`src/drh_pkg.sv`:
```
// package: constants and types of the refresh scheduler and bus hold unit
`default_nettype none
package drh_pkg;
  // ***********************************************************
  // register map and field layout
  // ***********************************************************
  localparam logic [6:0]  DRH_OFF_REFRESH = 7'h06;
  localparam logic [6:0]  DRH_OFF_MEMCTL  = 7'h08;
  localparam int          DRH_SCALAR_W    = 6;
  localparam logic [15:0] DRH_REFRESH_RST = 16'h0012;
  localparam logic [15:0] DRH_MEMCTL_RST  = 16'h0000;
  localparam logic [15:0] DRH_REFRESH_MSK = 16'h003F;
  // ***********************************************************
  // refresh timing and queue
  // ***********************************************************
  localparam int          DRH_PRESCALE    = 16;
  localparam int          DRH_ROW_W       = 10;
  localparam logic [1:0]  DRH_QUEUE_MAX   = 2'h3;
  localparam logic [1:0]  DRH_RESET_REFS  = 2'h3;
  localparam logic [2:0]  DRH_REF_LEN     = 3'h4;
  // ***********************************************************
  // master cycle lengths at zero wait states and release gap
  // ***********************************************************
  localparam logic [2:0]  DRH_LEN_SINGLE  = 3'h4;
  localparam logic [2:0]  DRH_LEN_RMW     = 3'h6;
  localparam logic [2:0]  DRH_LEN_BURST   = 3'h2;
  localparam logic [1:0]  DRH_GAP_LEN     = 2'h2;
  localparam logic [3:0]  DRH_BLOCK_MIN   = 4'h2;
  // ***********************************************************
  // types
  // ***********************************************************
  typedef enum logic [1:0] {
    DRH_MODE_SYNC_A = 2'h0,
    DRH_MODE_SYNC_B = 2'h1,
    DRH_MODE_ASYNC  = 2'h2
  } drh_mode_t;
  typedef enum logic [1:0] {
    DRH_KIND_SINGLE = 2'h0,
    DRH_KIND_RMW    = 2'h1,
    DRH_KIND_BURST  = 2'h2
  } drh_kind_t;
  typedef enum logic [2:0] {
    DRH_ST_IDLE = 3'h0,
    DRH_ST_WAIT = 3'h1,
    DRH_ST_ACC  = 3'h3,
    DRH_ST_REF  = 3'h2,
    DRH_ST_GAP  = 3'h6
  } drh_state_t;
  typedef struct packed {
    logic        wr;
    logic        rd;
    logic [6:0]  addr;
    logic [15:0] wdata;
  } drh_reg_req_t;
endpackage : drh_pkg
`default_nettype wire

```
`src/drh_refresh_hold.sv`:
```
// module: refresh scheduler and system bus hold arbitration
//
// Operation
// request every sixteen times scalar-plus-one clocks
// scalar all ones stops refresh
// one row per refresh, ten-bit row
// pending refresh runs after current bus cycle
// block transfers break only at double words; past sixteen beats the code can break after any beat
// two master cycles after acknowledge first; without block_in the code refreshes after one
// queue three requests, run them back-to-back
// three refreshes after reset, nothing else
// strap pins pick bus mode at reset
// master plus slave or slave only
// master signalling always first synchronous style
// raise hold request, wait for acknowledge
// first access cycle right after acknowledge
// single four, rmw six, burst two cycles
// hold request stays while system work pends
// local access next cycle after release; after early release the code first runs the two-cycle gap
// early release: finish access, drop request
// re-request two cycles after drop; the code waits two only after early release in an access, else one
// host must see short request drop
// write protect locks both control registers
// host writes memory control in one go
// host waits for memory control setup
// interval reloads scalar on each expiry
`default_nettype none
module drh_refresh_hold (
  // clock and reset
  input  wire logic                  core_clk_in,
  input  wire logic                  reset_n_in,
  // register port
  input  wire drh_pkg::drh_reg_req_t reg_req_in,
  output var  logic [15:0]           reg_rdata_out,
  input  wire logic                  wp_refresh_in,
  input  wire logic                  wp_memctl_in,
  output var  logic [15:0]           memctl_out,
  // strap pins and configuration
  input  wire logic                  byte_high_enable_strap_in,
  input  wire logic                  memory_io_strap_in,
  input  wire logic                  master_enable_in,
  output var  drh_pkg::drh_mode_t    bus_mode_out,
  output var  drh_pkg::drh_mode_t    master_style_out,
  // internal processor requests
  input  wire logic                  sys_req_in,
  input  wire drh_pkg::drh_kind_t    sys_kind_in,
  input  wire logic                  block_in,
  input  wire logic                  local_req_in,
  output var  logic                  sys_done_out,
  output var  logic                  local_go_out,
  output var  logic                  master_busy_out,
  // system bus hold handshake
  output var  logic                  hold_request_out,
  input  wire logic                  hold_acknowledge_in,
  // refresh status
  output var  logic                  refresh_go_out,
  output var  logic [9:0]            refresh_row_out,
  output var  logic [1:0]            refresh_pending_out
);
  import drh_pkg::*;

  // ***********************************************************
  // helpers
  // ***********************************************************
  // cycle count of one master access, minus one
  function automatic logic [2:0] acc_len(input drh_kind_t k);
    case (k)
      DRH_KIND_RMW:   acc_len = DRH_LEN_RMW - 3'h1;
      DRH_KIND_BURST: acc_len = DRH_LEN_BURST - 3'h1;
      default:        acc_len = DRH_LEN_SINGLE - 3'h1;
    endcase
  endfunction

  logic [15:0]             refresh_q;
  logic [15:0]             memctl_q;
  logic [3:0]              pre_q;
  logic [DRH_SCALAR_W-1:0] ivl_q;
  logic                    tick;
  logic [1:0]              queue_q;
  logic [2:0]              cnt_q;
  logic [1:0]              gap_q;
  logic [3:0]              beats_q;
  logic                    strap_done_q;
  drh_state_t              state_q;
  logic                    acc_end;
  logic                    ref_end;
  logic                    ref_ok;
  logic                    disabled;

  assign disabled = refresh_q[DRH_SCALAR_W-1:0] == DRH_REFRESH_MSK[5:0];
  assign acc_end  = state_q == DRH_ST_ACC && cnt_q == 3'h0;
  assign ref_end  = state_q == DRH_ST_REF && cnt_q == 3'h0;
  // beat count before the increment: odd means a double word ends now, within the first sixteen beats
  assign ref_ok   = !block_in || (beats_q[0] && beats_q >= 4'h1);

  // ***********************************************************
  // register port
  // ***********************************************************
  // writes, each register locked by its protect input
  always_ff @(posedge core_clk_in or negedge reset_n_in) begin
    if (!reset_n_in) begin
      refresh_q <= DRH_REFRESH_RST;
      memctl_q  <= DRH_MEMCTL_RST;
    end else if (reg_req_in.wr) begin
      if (reg_req_in.addr == DRH_OFF_REFRESH && !wp_refresh_in) begin
        refresh_q <= reg_req_in.wdata & DRH_REFRESH_MSK;
      end
      if (reg_req_in.addr == DRH_OFF_MEMCTL && !wp_memctl_in) begin
        memctl_q <= reg_req_in.wdata;
      end
    end
  end

  // read data, reserved bits zero, unmapped reads zero
  always_ff @(posedge core_clk_in or negedge reset_n_in) begin
    if (!reset_n_in) begin
      reg_rdata_out <= 16'h0000;
    end else if (reg_req_in.rd) begin
      case (reg_req_in.addr)
        DRH_OFF_REFRESH: reg_rdata_out <= refresh_q;
        DRH_OFF_MEMCTL:  reg_rdata_out <= memctl_q;
        default:         reg_rdata_out <= 16'h0000;
      endcase
    end
  end

  always_ff @(posedge core_clk_in or negedge reset_n_in) begin
    if (!reset_n_in) begin
      memctl_out <= DRH_MEMCTL_RST;
    end else begin
      memctl_out <= memctl_q;
    end
  end

  // ***********************************************************
  // strap capture
  // ***********************************************************
  // straps caught on the first edge after reset release
  always_ff @(posedge core_clk_in or negedge reset_n_in) begin
    if (!reset_n_in) begin
      strap_done_q     <= 1'b0;
      bus_mode_out     <= DRH_MODE_SYNC_A;
      master_style_out <= DRH_MODE_SYNC_A;
    end else begin
      master_style_out <= DRH_MODE_SYNC_A;
      if (!strap_done_q) begin
        strap_done_q <= 1'b1;
        if (!byte_high_enable_strap_in) begin
          bus_mode_out <= DRH_MODE_ASYNC;
        end else if (memory_io_strap_in) begin
          bus_mode_out <= DRH_MODE_SYNC_B;
        end else begin
          bus_mode_out <= DRH_MODE_SYNC_A;
        end
      end
    end
  end

  // ***********************************************************
  // refresh timing
  // ***********************************************************
  // fixed divide by sixteen, then scalar-plus-one interval
  always_ff @(posedge core_clk_in or negedge reset_n_in) begin
    if (!reset_n_in) begin
      pre_q <= 4'h0;
      ivl_q <= DRH_REFRESH_RST[DRH_SCALAR_W-1:0];
    end else begin
      pre_q <= pre_q + 4'h1;
      if (pre_q == 4'(DRH_PRESCALE - 1)) begin
        if (ivl_q == '0) begin
          ivl_q <= refresh_q[DRH_SCALAR_W-1:0];
        end else begin
          ivl_q <= ivl_q - 1'b1;
        end
      end
    end
  end

  assign tick = pre_q == 4'(DRH_PRESCALE - 1) && ivl_q == '0 &&
                !disabled;

  // queue of pending refreshes, preloaded with the reset burst
  always_ff @(posedge core_clk_in or negedge reset_n_in) begin
    if (!reset_n_in) begin
      queue_q <= DRH_RESET_REFS;
    end else if (tick && !ref_end && queue_q != DRH_QUEUE_MAX) begin
      queue_q <= queue_q + 2'h1;
    end else if (ref_end && !tick) begin
      queue_q <= queue_q - 2'h1;
    end
  end

  // row address advances once per refresh
  always_ff @(posedge core_clk_in or negedge reset_n_in) begin
    if (!reset_n_in) begin
      refresh_row_out <= '0;
    end else if (ref_end) begin
      refresh_row_out <= refresh_row_out + 10'h001;
    end
  end

  always_ff @(posedge core_clk_in or negedge reset_n_in) begin
    if (!reset_n_in) begin
      refresh_pending_out <= DRH_RESET_REFS;
    end else begin
      refresh_pending_out <= queue_q;
    end
  end

  // ***********************************************************
  // bus sequencer
  // ***********************************************************
  // arbitration between refresh, system master and local access
  always_ff @(posedge core_clk_in or negedge reset_n_in) begin
    if (!reset_n_in) begin
      state_q          <= DRH_ST_IDLE;
      hold_request_out <= 1'b0;
      cnt_q            <= 3'h0;
      gap_q            <= 2'h0;
      beats_q          <= 4'h0;
      sys_done_out     <= 1'b0;
      local_go_out     <= 1'b0;
      refresh_go_out   <= 1'b0;
      master_busy_out  <= 1'b0;
    end else begin
      sys_done_out   <= 1'b0;
      local_go_out   <= 1'b0;
      refresh_go_out <= 1'b0;
      case (state_q)
        DRH_ST_IDLE: begin
          if (queue_q != 2'h0) begin
            state_q        <= DRH_ST_REF;
            cnt_q          <= DRH_REF_LEN - 3'h1;
            refresh_go_out <= 1'b1;
          end else if (sys_req_in && master_enable_in) begin
            hold_request_out <= 1'b1;
            state_q          <= DRH_ST_WAIT;
          end else if (local_req_in) begin
            local_go_out <= 1'b1;
          end
        end
        DRH_ST_WAIT: begin
          if (hold_acknowledge_in) begin
            state_q         <= DRH_ST_ACC;
            cnt_q           <= acc_len(sys_kind_in);
            beats_q         <= 4'h0;
            master_busy_out <= 1'b1;
          end
        end
        DRH_ST_ACC: begin
          if (cnt_q != 3'h0) begin
            cnt_q <= cnt_q - 3'h1;
          end else begin
            sys_done_out <= 1'b1;
            if (beats_q != 4'hF) begin
              beats_q <= beats_q + 4'h1;
            end
            if (!hold_acknowledge_in) begin
              hold_request_out <= 1'b0;
              master_busy_out  <= 1'b0;
              state_q          <= DRH_ST_GAP;
              gap_q            <= DRH_GAP_LEN - 2'h1;
            end else if (queue_q != 2'h0 && ref_ok) begin
              state_q        <= DRH_ST_REF;
              cnt_q          <= DRH_REF_LEN - 3'h1;
              refresh_go_out <= 1'b1;
            end else if (sys_req_in) begin
              cnt_q <= acc_len(sys_kind_in);
            end else begin
              hold_request_out <= 1'b0;
              master_busy_out  <= 1'b0;
              state_q          <= DRH_ST_IDLE;
            end
          end
        end
        DRH_ST_REF: begin
          if (cnt_q != 3'h0) begin
            cnt_q <= cnt_q - 3'h1;
          end else if (queue_q > 2'h1) begin
            cnt_q          <= DRH_REF_LEN - 3'h1;
            refresh_go_out <= 1'b1;
          end else if (hold_request_out && hold_acknowledge_in &&
                       sys_req_in) begin
            state_q <= DRH_ST_ACC;
            cnt_q   <= acc_len(sys_kind_in);
          end else begin
            hold_request_out <= 1'b0;
            master_busy_out  <= 1'b0;
            state_q          <= DRH_ST_IDLE;
          end
        end
        DRH_ST_GAP: begin
          if (gap_q != 2'h0) begin
            gap_q <= gap_q - 2'h1;
          end else if (sys_req_in) begin
            hold_request_out <= 1'b1;
            state_q          <= DRH_ST_WAIT;
          end else begin
            state_q <= DRH_ST_IDLE;
          end
        end
        default: begin
          state_q          <= DRH_ST_IDLE;
          hold_request_out <= 1'b0;
        end
      endcase
    end
  end
endmodule : drh_refresh_hold
`default_nettype wire

```
`config.mk`:
```
export PLATFORM = sky130hd
export DESIGN_NAME = drh_refresh_hold
export DESIGN_NICKNAME = d
export VERILOG_FILES = /design/src/drh_pkg.sv /design/src/drh_refresh_hold.sv
export SDC_FILE = /design/constraint.sdc
export NUM_CORES = 1
export LEC_CHECK = 0
export BUFFER_PORTS_ARGS = -buffer_cell sky130_fd_sc_hd__buf_2
export CORE_MARGIN = 5
export CORE_UTILIZATION = 40
export CTS_BUF_LIST = sky130_fd_sc_hd__clkbuf_16
export DETAILED_ROUTE_END_ITERATION = 12
export PLACE_DENSITY_LB_ADDON = 0.05
export SYNTH_ARGS = -nofsm -noshare
export SYNTH_HDL_FRONTEND = slang
export SYNTH_SLANG_ARGS = --single-unit
```
`constraint.sdc`:
```
create_clock -name core_clk_in -period 2.4 [get_ports core_clk_in]
set_clock_uncertainty 0.2 [all_clocks]
set_input_delay 0.24 -clock core_clk_in [delete_from_list [all_inputs] [get_ports core_clk_in]]
set_output_delay 0.24 -clock core_clk_in [all_outputs]
set_load 0.01 [all_outputs]
```
* Yosys cells after proc, flatten, opt, wreduce, memory -nomap -nowiden
Index checks and enable logic that the tools add are counted. W data, S select, Z words.
Word-level totals: bits in registers 98, input port bits 38, logic and storage cells 167
Cells by class: $add $sub $neg 8, order comparisons 2, eq/ne operators 32, multiplexer cells 65, bitwise operators 1, reductions and logical operators 39
Operator list (number):
- $mux W3 | 19
- $pmux W16 S2 | 1
- $mux W1 | 26
- $ne A2 B2 Y1 const B | 13
- $pmux W3 S5 | 1
- $mux W2 | 7
- $logic_and A1 B1 Y1 | 13
- $mux W4 | 3
- $pmux W3 S4 | 1
- $reduce_and A11 Y1 | 1
- $add A10 B1 Y10 const B | 1
- $reduce_bool A2 Y1 | 5
- $ne A3 B3 Y1 const B | 3
- $add A4 B1 Y4 const B | 2
- $pmux W4 S2 | 1
- $reduce_and A4 Y1 | 2
- $reduce_and A8 Y1 | 1
- $eq A7 B3 Y1 const B | 1
- $eq A7 B4 Y1 const B | 1
- $reduce_and A7 Y1 | 1
- $eq A3 B2 Y1 const B | 2
- $eq A6 B6 Y1 const B | 1
- $logic_not A1 Y1 | 6
- $logic_not A3 Y1 | 2
- other kinds (29) | 33

* Longest topological paths before layout
depth in word-level cells 8, depth in mapped cells 8, depth with buffers taken out 7

* Worst setup path before layout
OpenSTA, ideal clock, no wires.
path kind reg-to-reg, start register beats_q[0], end register state_q[0], library setup time 125 ps, data arrival time 1915 ps, path slack 160 ps, cell stages (with the launch flop) 7, buffers on the path 0, clock period less this slack 2240 ps, cell sequence dfrtp_1 > ha_1 > or4b_1 > a31oi_1 > nand3_1 > nand4_1 > mux2_2
Between the ends: longest elaborated chain between the ends 8
Ends and longest elaborated chain:
- start, declared | RTL line drh_refresh_hold.sv:82 | logic [3:0] beats_q;
- start signal, assigned | RTL line drh_refresh_hold.sv:256 | beats_q <= beats_q + 4'h1;
- $ge A4 B1 Y1 | RTL line drh_refresh_hold.sv:94 | assign ref_ok = !block_in || (beats_q[0] && beats_q >= 4'h1);
- $logic_and A1 B1 Y1 (*) | RTL line drh_refresh_hold.sv:94
- $logic_or A1 B1 Y1 (*) | RTL line drh_refresh_hold.sv:94
- $logic_and A1 B1 Y1 (*) | RTL line drh_refresh_hold.sv:263 | end else if (queue_q != 2'h0 && ref_ok) begin
- $mux W3 | RTL line drh_refresh_hold.sv:263
- $mux W3 | RTL line drh_refresh_hold.sv:258 | if (!hold_acknowledge_in) begin
- $mux W3 | RTL line drh_refresh_hold.sv:251 | if (cnt_q != 3'h0) begin
- $pmux W3 S5 | RTL line drh_refresh_hold.sv:229 | case (state_q)
- end signal, assigned | RTL line drh_refresh_hold.sv:232 | state_q <= DRH_ST_REF;
- end signal, assigned | RTL line drh_refresh_hold.sv:261 | state_q <= DRH_ST_GAP;
- end signal, assigned | RTL line drh_refresh_hold.sv:264 | state_q <= DRH_ST_REF;
- end, declared | RTL line drh_refresh_hold.sv:84 | drh_state_t state_q;
Every way passes the cells marked *; elsewhere a longest branch is shown, timed or not. The select of a mux whose other input is x is not followed. A chain may end at the register's enable or synchronous reset.

* Worst setup path in the final report
Same ends and word-level chain as after synthesis.

==> results.yml <==
synthesis:
  yosys-top-cells-area: "dfrtp_1 (51%), mux2_2 (6.4%), dfstp_2 (4.8%)"
  yosys_warnings: 0
  syn_area_per_cell_um2: 10.76
  synth_common_cells: "dfrtp_1 (90), inv_1 (33), nor2_1 (33)"
  synth_area_um2: 4424
  synth.ff_latch_count: 98
  synthArstFlopShare: 1.000
  yosys.area.top_type: "dfrtp_1"
  yosysSeqAreaShare: 0.5566
  synth_edf_count: 0
  synth-main-ff-cell: "dfrtp_1"
  netlist_instances: 411
  ys_types: 54
  synth_top_area_frac: 0.5090
  yosysMostFrequentCell: "dfrtp_1"
sta:
  finalHoldViolCount: 0
  slew_headroom: 0.4436
  setup_violations: 0
  period_minus_slack_ns: 2.316
  setup_tns_ns: 0
  slew_viol_final: 0
  clock.fmax_mhz: 431.7
  fin_crit_sh: 0.9651
  tightest_slew_ns: 0.8346
drt:
  drcViolationCount: 0
  first_pass_iters: 4
  drt_iter0_drc: 214
  vias_per_cell: 5.184
  drt-total-wl_um: 10880
  vias: 3525
  wl_per_cell_um: 15.99
  ant_nets: 0
worst_setup_path:
  cp-end-kind: "register"
  required_ns: 2.43
  rr_startpoint: "beats_q[0]"
  r2r_end: "state_q[0]"
  crit_type: "register to register"
  reg2regPathDepth: 7
  startpoint: "beats_q[0]"
  r2r_setup_slack_ns: 0.08
  path_max_fanout: 4
  arrival_ns: 2.35
  cp-start-kind: "register"
min_path:
  hold-path-cell-count: 4
  worstHoldPathType: "input pin to register"
  min_from: "master_enable_in"
  whs_endpoint: "local_go_out"
place:
  gp_congestion: 0.8978
  io_buffers: 88
  dpl.cell_count: 641
  dpl_cell_area_um2: 5114
  dp_hpwl_um: 7688
global_routing:
  grt_max_degree: 49
  antenna_found_initial: 1
  overflow: 0
  track_usage: 0.1763
  grt_pass1_vias: 3641
  grt_pass1_wl_um: 18260
floorplan:
  ios: 91
  num_rows: 38
  fp.dieH_um: 115.2
  chipWidth_um: 115.2
  coreArea_um2: 10840
  dieArea_um2: 13260
  start_util: 0.4081
final_layout:
  num-nets-final: 586
  final.fill_count: 995
  utilization: 0.5220
  drive_gt1_frac: 0.3117
  syn_to_final_growth_pct: 27.91
  fin_cells: 680
  finalInstanceArea_um2: 5659
cts:
  h-tree-depth: 3
  cts_made_buffers: 9
  cts_root_buf: "clkbuf_16"
  clk_pin_slew_ns: 0.07
  clk_path_buf_depth: 2
  cts.sinks: 98
  clock_latency_ns: 0.34
  cts_tree: "yes"
power_and_ir_drop:
  p_sw_frac: 0.3248
  peakVddDrop_mv: 0.4211
  power_frac_seq: 0.420
  p_comb_frac: 0.302
  p_total_mw: 5.076
  p_int_mw: 3.427
  p_per_area_nw_per_um2: 897.0
  netSwitchingPower_mw: 1.649
  power.leakage_nw: 2.782
  clockPowerShare: 0.278
run:
  cap_violations: 0
status:
  outcome: "completed"
what timing repair did:
action / 4_1_cts / 5_1_grt
endpoints found under the hold margin: 67 / 0
resized for setup: 1 / 11
pin swaps: 0 / 0
hold buffers: 20 / 0
setup endpoints to repair: 3 / 7
setup buffers: 0 / 2
layer usage:
metal,global-route usage,vias to the layer above,share of wire
met5,0,-,0.00064
met4,0.07590,2,0.017
met3,0.04526,16,0.066
met2,0.2840,100,0.48
met1,0.2256,1724,0.43
li1,-,1683,-
cells by family (layout without fill, tap and decap cells):
group                      after synthesis  count (layout)  synth area share
and+or+nand+nor                        130             130            0.1485
DFF                                     98              98            0.5566
AOI/OAI and AO/OA                       75              75            0.1095
buffers and inverters                   50             177           0.04609
muxes                                   28              28           0.07042
adders and majority gates               14              14           0.03959
xor gates and xnor gates                14              14           0.02772
other                                    2               4          0.001697
through the flow:
stage	hold slack [ns]	setup slack, ns
floorplan	-0.2556	0.1602
global placement	0.1004	0.02307
detailed placement	0.1191	-0.03052
CTS	0.03120	0.001693
global route	0.07713	-0.01699
finish	0.05975	0.08382
area by class of cell:
type                    count  area (µm²)  share of cell area
inverters                  33       123.9             0.02189
clock inverters             7       60.06             0.01061
multi-input cells         264        1804              0.3188
diodes                      1       2.502           0.0004422
clock buffers               9       225.2             0.03980
well taps                 140       175.2             0.03095
flip-flops and latches     98        2462              0.4351
repair buffers            128       805.8              0.1424
sequential cells by signal, indices dropped and copies added, names as in the netlist:
register and flops:
gap_q 2, queue_q 2, reg_rdata_out 16, ivl_q 6, state_q 3, refresh_row_out 10
refresh_pending_out 2, sys_done_out 1, master_busy_out 1, local_go_out 1, memctl_q 16, refresh_q 6
pre_q 4, strap_done_q 1, refresh_go_out 1, bus_mode_out 2, memctl_out 16, cnt_q 3
beats_q 4, hold_request_out 1
power by group through the flow:
stage | clock (mW) | combinational [mW] | sequential, mW
after global placement | 0 | 1.40 | 2.16
final | 1.41 | 1.53 | 2.13
after detailed placement | 0 | 1.41 | 2.16
after CTS | 1.46 | 1.45 | 2.13
after floorplan | 0 | 0.884 | 2.15
after global routing | 1.51 | 1.73 | 2.17
how the worst max path moves through the flow:
stage                             to  slack, ns
final                     state_q[0]       0.08
after global routing      state_q[0]      -0.02
after CTS                   cnt_q[2]      0.002
after detailed placement    cnt_q[2]      -0.03
after global placement    state_q[0]       0.02
after floorplan           state_q[0]       0.16
placed cells by master (no fill, tap or decap), types with 2 or more instances in the layout:
| cell type | count |
|---|---|
| conb_1 | 3 |
| nor4_1 | 3 |
| or3_1 | 4 |
| dfrtp_1 | 90 |
| inv_1 | 32 |
| xnor2_1 | 8 |
| a31oi_1 | 3 |
| nand2_1 | 25 |
| a211oi_1 | 2 |
| a22oi_1 | 8 |
| mux2_2 | 25 |
| or4b_4 | 2 |
| mux2i_1 | 3 |
| o22ai_1 | 3 |
| xor2_1 | 6 |
| nand3b_1 | 4 |
| clkinv_1 | 3 |
| dlygate4sd3_1 | 20 |
| a221o_1 | 2 |
| dfstp_2 | 8 |
| ha_1 | 13 |
| nor3b_1 | 3 |
| o32ai_1 | 2 |
| and3_1 | 2 |
| nand2b_1 | 2 |
| nor3_1 | 11 |
| buf_4 | 20 |
| clkbuf_16 | 9 |
| clkinv_2 | 2 |
| buf_2 | 87 |
| nor2b_1 | 4 |
| a21oi_1 | 18 |
| o21ai_0 | 24 |
| nand4_1 | 6 |
| nor2_1 | 32 |
| nand3_1 | 24 |
worst max-delay path, stage by stage (launching register included):
cell	delay, ns
dfrtp_1	0.41
inv_1	0.11
ha_1	0.16
or4b_4	0.49
a31oi_4	0.24
nand3_1	0.10
nand4_1	0.14
mux2_2	0.35
Power figures use the tool's default switching activity.
